$ cat src/inc/pin_cfg_pkg.sv
package pin_cfg_pkg;
  localparam int unsigned clk_hz = 100_000_000;
  localparam int unsigned burst_pulse_max_ms = 10;
  localparam int unsigned burst_pulse_cycles = burst_pulse_max_ms * (clk_hz / 1000);
  localparam logic [31:0] addr_pin1 = 32'h0000_0000;
  localparam logic [31:0] addr_pin4 = 32'h0000_0004;
  localparam logic [31:0] addr_pin3 = 32'h0000_0008;
  localparam logic [31:0] addr_kind = 32'h0000_000c;
  localparam logic [31:0] addr_duplex = 32'h0000_0010;
  localparam logic [31:0] addr_status = 32'h0000_0014;
  localparam logic [31:0] addr_env = 32'h0000_0018;
  localparam logic [4:0] pin3_max = 5'h12;
  localparam logic [2:0] pin14_max = 3'h4;
  localparam logic [4:0] pin_fn_reset = 5'h00;
  localparam logic [1:0] kind_reset = 2'h0;
  localparam logic [1:0] kind_unused = 2'h2;
  localparam logic [1:0] kind_max = 2'h2;
  localparam logic [6:0] fill_threshold_pct = 7'h50;
  localparam logic [8:0] dir_threshold_deg = 9'h0aa;
  typedef enum logic [4:0] {
    fn_unused = 5'b00000, fn_ain = 5'b00001, fn_readback = 5'b00010, fn_aout = 5'b00011,
    fn_ext_id = 5'b00100, fn_fill_flag = 5'b00101, fn_out_low = 5'b00110, fn_out_high = 5'b00111,
    fn_heat_hi = 5'b01000, fn_heat_lo = 5'b01001, fn_heat_hi_pu = 5'b01010, fn_heat_lo_pd = 5'b01011,
    fn_heat_hi_pd = 5'b01100, fn_heat_lo_pu = 5'b01101, fn_trig_single = 5'b01110,
    fn_trig_cont = 5'b01111, fn_burst_high = 5'b10000, fn_burst_low = 5'b10001, fn_dir_flag = 5'b10010
  } pin_fn_e;
  typedef struct packed {
    logic pin1_ain;
    logic pin4_ain;
    logic pin3_ain;
    logic pin1_readback;
    logic pin4_readback;
    logic speed_aout_en;
    logic dir_aout_en;
    logic temp_aout_en;
    logic aout_calc_en;
    logic heat_en;
    logic pull_up;
    logic pull_down;
  } pin_ctl_s;
endpackage

$ cat src/verilog/multifunction_pin_config.sv
// Overview of operation
// - pin1/pin4 settings change only in half duplex
// - value 0 leaves the pin unused
// - value 1 samples analog input, disables output
// - value 2 reads back own voltage output in kind 0
// - value 3 drives analog output unless kind 2
// - value 4 on all three pins makes them external id bits
// - pin1/pin4 accept 0..4, reset 0
// - pin3 setting changes in either duplex mode
// - pin3 value 1 samples 16-bit analog input
// - pin3 value 3 outputs temperature unless kind 2
// - pin3 value 5 high once buffer over 80%
// - values 6 and 7 drive constant low/high
// - values 8 and 9 gate heating by level
// - 10..13 add pull-up or pull-down to heating
// - value 14 starts measurement on rising edge
// - value 15 starts continuous measurement on rising edge
// - burst high mode: pull-down, burst on high level
// - value 17: pull-up, burst on low level
// - value 18 high below 170 degrees
// - pin3 accepts 0..18 except 2, reset 0
// - kind 2 and all zero stops calculation
//
// Added by the designer: the register offsets and the APB slave port.
`timescale 1ns/100ps
module multifunction_pin_config (
  input wire logic pclk,
  input wire logic presetn,
  input wire logic psel,
  input wire logic penable,
  input wire logic pwrite,
  input wire logic [31:0] paddr,
  input wire logic [31:0] pwdata,
  output logic [31:0] prdata,
  output logic pready,
  output logic pslverr,
  input wire logic pin1_in,
  input wire logic pin4_in,
  input wire logic pin3_multi_io_in,
  output logic pin3_multi_io_out,
  output logic pin3_multi_io_oe,
  input wire logic [6:0] avg_fill_pct,
  input wire logic [8:0] wind_dir_deg,
  input wire logic measure_busy,
  output pin_cfg_pkg::pin_ctl_s pin_ctl,
  output logic [2:0] external_id_bit,
  output logic external_id_valid,
  output logic meas_start,
  output logic cont_start,
  output logic burst_start
);
  import pin_cfg_pkg::*;

  logic [2:0] pin1_function_r;
  logic [2:0] pin4_function_r;
  logic [4:0] pin3_function_r;
  logic [1:0] output_kind_select_r;
  logic duplex_setting_r;
  logic fill_seen_r;
  logic pin3_prev_r;
  logic [31:0] prdata_nxt;
  logic wr_en;
  logic rd_en;
  logic addr_ok;
  logic pin3_ok;
  logic kind_ok;
  logic p14_ok;
  logic half_duplex;
  logic [4:0] p1;
  logic [4:0] p4;
  logic [4:0] p3;
  logic heat_active_high;
  logic heat_mode;
  pin_ctl_s ctl_nxt;

  assign half_duplex = ~duplex_setting_r;
  assign p1 = {2'h0, pin1_function_r};
  assign p4 = {2'h0, pin4_function_r};
  assign p3 = pin3_function_r;
  assign wr_en = psel & penable & pwrite;
  assign rd_en = psel & penable & ~pwrite;
  assign addr_ok = (paddr == addr_pin1) | (paddr == addr_pin4) | (paddr == addr_pin3) |
                   (paddr == addr_kind) | (paddr == addr_duplex) | (paddr == addr_status) |
                   (paddr == addr_env);
  assign pin3_ok = (pwdata[31:5] == 27'h0) & (pwdata[4:0] <= pin3_max) & (pwdata[4:0] != fn_readback);
  assign p14_ok = (pwdata[31:3] == 29'h0) & (pwdata[2:0] <= pin14_max);
  assign kind_ok = (pwdata[31:2] == 30'h0) & (pwdata[1:0] <= kind_max);

  // apb slave answers with no wait state
  always_ff @(posedge pclk or negedge presetn) begin
    if (!presetn) begin
      pready <= 1'b0;
      pslverr <= 1'b0;
      prdata <= 32'h0000_0000;
    end else begin
      pready <= psel & ~penable;
      pslverr <= psel & ~penable & ~addr_ok;
      prdata <= (psel & ~penable & ~pwrite) ? prdata_nxt : 32'h0000_0000;
    end
  end

  always_comb begin
    prdata_nxt = 32'h0000_0000;
    case (paddr)
      addr_pin1: prdata_nxt = {29'h0, pin1_function_r};
      addr_pin4: prdata_nxt = {29'h0, pin4_function_r};
      addr_pin3: prdata_nxt = {27'h0, pin3_function_r};
      addr_kind: prdata_nxt = {30'h0, output_kind_select_r};
      addr_duplex: prdata_nxt = {31'h0, duplex_setting_r};
      addr_status: prdata_nxt = {28'h0, fill_seen_r, external_id_valid, pin3_multi_io_out, pin3_multi_io_oe};
      addr_env: prdata_nxt = {16'h0, measure_busy, avg_fill_pct, external_id_bit, pin3_multi_io_in,
                              pin4_in, pin1_in, 2'h0};
      default: prdata_nxt = 32'h0000_0000;
    endcase
  end

  // writes take effect at the access edge (pready high there)
  always_ff @(posedge pclk or negedge presetn) begin
    if (!presetn) begin
      pin1_function_r <= pin_fn_reset[2:0];
      pin4_function_r <= pin_fn_reset[2:0];
    end else if (wr_en && pready && half_duplex && p14_ok) begin
      if (paddr == addr_pin1) pin1_function_r <= pwdata[2:0];
      if (paddr == addr_pin4) pin4_function_r <= pwdata[2:0];
    end
  end

  always_ff @(posedge pclk or negedge presetn) begin
    if (!presetn) begin
      pin3_function_r <= pin_fn_reset;
    end else if (wr_en && pready && paddr == addr_pin3 && pin3_ok) begin
      pin3_function_r <= pwdata[4:0];
    end
  end

  always_ff @(posedge pclk or negedge presetn) begin
    if (!presetn) begin
      output_kind_select_r <= kind_reset;
      duplex_setting_r <= 1'b0;
    end else if (wr_en && pready) begin
      if (paddr == addr_kind && kind_ok && half_duplex) output_kind_select_r <= pwdata[1:0];
      if (paddr == addr_duplex && pwdata[31:1] == 31'h0) duplex_setting_r <= pwdata[0];
    end
  end

  // sticky after first fill above threshold since start-up
  always_ff @(posedge pclk or negedge presetn) begin
    if (!presetn) fill_seen_r <= 1'b0;
    else if (avg_fill_pct > fill_threshold_pct) fill_seen_r <= 1'b1;
  end

  assign heat_mode = (p3 >= fn_heat_hi) && (p3 <= fn_heat_lo_pu);
  assign heat_active_high = (p3 == fn_heat_hi) || (p3 == fn_heat_hi_pu) || (p3 == fn_heat_hi_pd);

  always_comb begin
    ctl_nxt = '0;
    ctl_nxt.pin1_ain = (p1 == fn_ain);
    ctl_nxt.pin4_ain = (p4 == fn_ain);
    ctl_nxt.pin3_ain = (p3 == fn_ain);
    ctl_nxt.pin1_readback = (p1 == fn_readback) && (output_kind_select_r == kind_reset);
    ctl_nxt.pin4_readback = (p4 == fn_readback) && (output_kind_select_r == kind_reset);
    ctl_nxt.speed_aout_en = (p1 == fn_aout) && (output_kind_select_r != kind_unused);
    ctl_nxt.dir_aout_en = (p4 == fn_aout) && (output_kind_select_r != kind_unused);
    ctl_nxt.temp_aout_en = (p3 == fn_aout) && (output_kind_select_r != kind_unused);
    ctl_nxt.aout_calc_en = !((output_kind_select_r == kind_unused) && p1 == fn_unused &&
                             p4 == fn_unused && p3 == fn_unused);
    ctl_nxt.heat_en = heat_mode && (heat_active_high ? pin3_multi_io_in : ~pin3_multi_io_in);
    ctl_nxt.pull_up = (p3 == fn_heat_hi_pu) || (p3 == fn_heat_lo_pu) || (p3 == fn_burst_low);
    ctl_nxt.pull_down = (p3 == fn_heat_lo_pd) || (p3 == fn_heat_hi_pd) || (p3 == fn_burst_high);
  end

  always_ff @(posedge pclk or negedge presetn) begin
    if (!presetn) pin_ctl <= '0;
    else pin_ctl <= ctl_nxt;
  end

  // pin3 digital output drive
  always_ff @(posedge pclk or negedge presetn) begin
    if (!presetn) begin
      pin3_multi_io_out <= 1'b0;
      pin3_multi_io_oe <= 1'b0;
    end else begin
      case (p3)
        fn_fill_flag: begin
          pin3_multi_io_oe <= 1'b1;
          pin3_multi_io_out <= fill_seen_r;
        end
        fn_out_low: begin
          pin3_multi_io_oe <= 1'b1;
          pin3_multi_io_out <= 1'b0;
        end
        fn_out_high: begin
          pin3_multi_io_oe <= 1'b1;
          pin3_multi_io_out <= 1'b1;
        end
        fn_dir_flag: begin
          pin3_multi_io_oe <= 1'b1;
          pin3_multi_io_out <= (wind_dir_deg < dir_threshold_deg);
        end
        default: begin
          pin3_multi_io_oe <= 1'b0;
          pin3_multi_io_out <= 1'b0;
        end
      endcase
    end
  end

  // external id: all three pins must be set to the id function
  always_ff @(posedge pclk or negedge presetn) begin
    if (!presetn) begin
      external_id_bit <= 3'h0;
      external_id_valid <= 1'b0;
    end else begin
      external_id_valid <= (p1 == fn_ext_id) && (p4 == fn_ext_id) && (p3 == fn_ext_id);
      external_id_bit <= {pin3_multi_io_in, pin4_in, pin1_in};
    end
  end

  // measurement triggers
  always_ff @(posedge pclk or negedge presetn) begin
    if (!presetn) pin3_prev_r <= 1'b0;
    else pin3_prev_r <= pin3_multi_io_in;
  end

  always_ff @(posedge pclk or negedge presetn) begin
    if (!presetn) begin
      meas_start <= 1'b0;
      cont_start <= 1'b0;
      burst_start <= 1'b0;
    end else begin
      meas_start <= (p3 == fn_trig_single) && pin3_multi_io_in && !pin3_prev_r;
      cont_start <= (p3 == fn_trig_cont) && pin3_multi_io_in && !pin3_prev_r;
      // level-started burst restarts whenever the previous one is over
      burst_start <= !measure_busy && !burst_start &&
                     (((p3 == fn_burst_high) && pin3_multi_io_in) ||
                      ((p3 == fn_burst_low) && !pin3_multi_io_in));
    end
  end
endmodule
$ cat config.mk
export PLATFORM = sky130hd
export DESIGN_NAME = multifunction_pin_config
export DESIGN_NICKNAME = d
export VERILOG_FILES = /design/src/inc/pin_cfg_pkg.sv /design/src/verilog/multifunction_pin_config.sv
export SDC_FILE = /design/constraint.sdc
export NUM_CORES = 1
export LEC_CHECK = 0
export ABC_AREA = 0
export BUFFER_PORTS_ARGS = -buffer_cell sky130_fd_sc_hd__buf_2
export CORE_MARGIN = 2
export CORE_UTILIZATION = 44
export CTS_CLUSTER_DIAMETER = 120
export DETAILED_ROUTE_END_ITERATION = 16
export PLACE_DENSITY = 0.79
export SETUP_SLACK_MARGIN = 0.1
export SYNTH_ARGS = -nofsm -noshare
export SYNTH_HDL_FRONTEND = slang
export SYNTH_SLANG_ARGS = --single-unit
$ cat constraint.sdc
create_clock -name pclk -period 1.95 [get_ports pclk]
set_input_delay 0.39 -clock pclk [delete_from_list [all_inputs] [get_ports pclk]]
set_output_delay 0.39 -clock pclk [all_outputs]
set_load 0.005 [all_outputs]
==> out/qor.txt <==
Hold Path Class -> input port to async pin
Worst-skew pair later-pin latency -> 0.31 ns
Gr usage total -> 20.4%
Total number of vias -> 2289
Final HPWL DP -> 5100 um
PwrDens -> 584 nW/um^2
Metal3 WL -> 603 um
Final RePlAce weighted congestion -> 0.965
Layout area overhead -> 31.4%
Leak pwr -> 1.80 nW
Critical path start-end classification -> input port to flip-flop
M1 WL -> 2520 um
Distinct cell type count after synthesis -> 41
Wire length on met2 -> 3270 um
Post-synth top area cell -> dfrtp_1
Setup Slack @ Placement -> -0.183 ns
Drt pass-1 iters -> 5
WP data required -> 2.15 ns
CP Capture Type -> flip-flop
RSZ-0062 raised after global routing -> yes
Design Area, Final -> 3380 um^2
Sequential area share after synthesis -> 52.5%
Max-slew violation count -> 0
Reg area -> 1350 um^2
Post-DR wirelength/cell -> 15.0 um
Max Clock Freq -> 549 MHz
Post-DP Area -> 3250 um^2
R2R depth -> 6
Final hold slack -> 0.0440 ns
Synthesized cell area -> 2570 um^2
Vias in the first global route -> 2116
Final global-route overflow total -> 0
Clock Path Buffers -> 2
Mean Syn Cell Area -> 11.0 um^2
Ports -> 144
Crit path max fanout -> 5
Die W -> 80.5 um
Post-layout min period -> 1.82 ns
Diodes inserted -> 0
Slack of the critical path -> 0.127 ns
CTS buffer count -> 5
Max Used Layer -> met4
Initial drt markers -> 155
Yosys top cell area share -> 52.5%
YS warnings -> 0
Die area -> 6470 um^2
First-pass GRT wire length -> 10000 um
Site Rows -> 27
Hold Buf Count CTS -> 0
I/O Buffers -> 126
Via/cell ratio -> 5.25
Final core occ -> 60.6%
Synthesized instance count -> 233
Ranking of synthesized cells by area -> dfrtp_1 53%, mux2_2 7.4%, buf_4 5.0%, nor4_1 3.9%, and2_1 3.2%
Max-cap violations -> 0
Worst path arrival time -> 2.03 ns
Period utilization -> 93.5%
Final Setup Violations -> 0
Status -> completed
Clock sink count -> 54
CTS tree -> done
Area taken by multi-input logic gates -> 1150 um^2
Largest net degree at the start of global routing -> 55
Drt drc -> 0
Flops & latches, synth -> 54
Count of final hold-check violations -> 0
VDD IR-drop max -> 0.304 mV
Die H -> 80.5 um
Power, Total -> 0.00197 W
Core box area -> 5570 um^2
Initial Util -> 46.2%
Clk slew on worst S/H paths -> 0.10 ns
Filler cells -> 474
Root Buffer -> clkbuf_8
Final WL -> 6540 um
H-tree levels -> 2
Layout cell share with drive strength beyond 1 -> 45.1%
Remaining antenna violation count -> 0
Antenna violations before repair -> 0
Max Clock Skew -> 0.00427 ns
Worst setup SP type -> input port
Fin nets -> 452
-- cell families (layout without fill, tap and decap cells) --
| family | count (synthesis) | count (layout) | share of synthesized area [%] |
|---|---|---|---|
| other | 1 | 16 | 0.146 |
| DFF | 54 | 54 | 52.5 |
| buffers and inverters | 26 | 142 | 6.32 |
| AOI/OAI and AO/OA | 30 | 30 | 8.22 |
| xor gates and xnor gates | 1 | 1 | 0.341 |
| muxes | 17 | 17 | 7.44 |
| and+or+nand+nor | 104 | 104 | 25.0 |
-- cells in the final DEF, fill, tap and decap left out, types with 5 or more instances in the layout --
cell type,count
conb_1,16
a21oi_1,7
clkbuf_8,5
and2_1,13
nand2b_1,7
dfrtp_1,54
mux2_2,17
o21ai_0,5
nand2_1,7
buf_2,126
nand3_1,8
nor2_1,20
nor3_1,5
nor4_1,13
a22oi_1,5
-- what timing repair did --
action                     4_1_cts  5_1_grt
setup endpoints to repair        0       11
setup buffers                    0        0
gates resized for setup          0        5
-- layout make-up --
cell class,instances,share of cell area [%]
timing repair buffer,131,20.1
tap,72,2.67
clock inverter,3,0.852
inverter,3,0.333
clock buffer,5,2.04
sequential,54,40.0
multi-input combinational,168,34.0
-- state kept, by name (all words and copies together) (netlist names) --
name	cells
external_id_bit	3
pin1_function_r	3
pin3_multi_io_out	1
p3	5
fill_seen_r	1
pslverr	1
pready	1
pin_ctl	12
meas_start	1
duplex_setting_r	1
cont_start	1
pin3_multi_io_oe	1
burst_start	1
output_kind_select_r	2
pin4_function_r	3
prdata	16
external_id_valid	1
-- final timing paths --
path / start / endpoint / slack, ns
max: paddr[20] / pin4_function_r[0] / 0.13
min: presetn / pin_ctl[10] / 0.04
max reg2reg: pready / pin4_function_r[0] / 0.20
min reg2reg: external_id_bit[1] / prdata[6] / 0.49
max in group asynchronous: presetn / prdata[7] / 1.66
min in group pclk: pin1_in / external_id_bit[0] / 0.19
-- per-stage QoR --
| step | instances | TNS [ns] |
|---|---|---|
| after floorplan | 248 | 0 |
| after global placement | 428 | -1.67 |
| after detailed placement | 428 | -1.98 |
| after CTS | 436 | 0 |
| after global routing | 436 | 0 |
| final | 436 | 0 |
-- cells in the mapped netlist (all sizes together) --
cell type   n
conb        1
dfrtp      54
and3b       2
mux2       17
nand3b      1
clkbuf      5
buf        18
o41a        1
o31ai       1
a22oi       5
or4         1
a2111oi     1
a32oi       2
nand4b      2
and4        1
nand4       5
and4b       3
a22o        4
nand2       8
a21oi       7
nor4b       4
and2       13
nand3       8
o21ai       5
xnor2       1
and3        1
inv         3
nor2b       2
nor3        5
nor2       20
nor4       18
a221oi      1
nor3b       3
o21a        2
a211o       1
nand2b      7
-- per-layer routing --
metal | global-route usage [%] | up-vias
met2 | 34.2 | 123
met1 | 25.0 | 1073
met3 | 4.38 | 13
met4 | 9.32 | 0
li1 | - | 1080
met5 | 0 | -
-- power breakdown --
group / internal [W] / total (W) / switching [W]
Combinational: 0.0000907 / 0.000193 / 0.000102
Clock: 0.000266 / 0.000654 / 0.000387
Sequential: 0.00112 / 0.00113 / 0.00000276
Total: 0.00148 / 0.00197 / 0.000492
-- worst max-delay path, cell delays in order --
cell	delay [ns]
buf_2	0.11
nor4_2	0.30
nand4_1	0.23
nor4_4	0.30
buf_4	0.18
nand4_1	0.17
mux2_2	0.33
No activity file was read; power rests on OpenSTA's default activity.
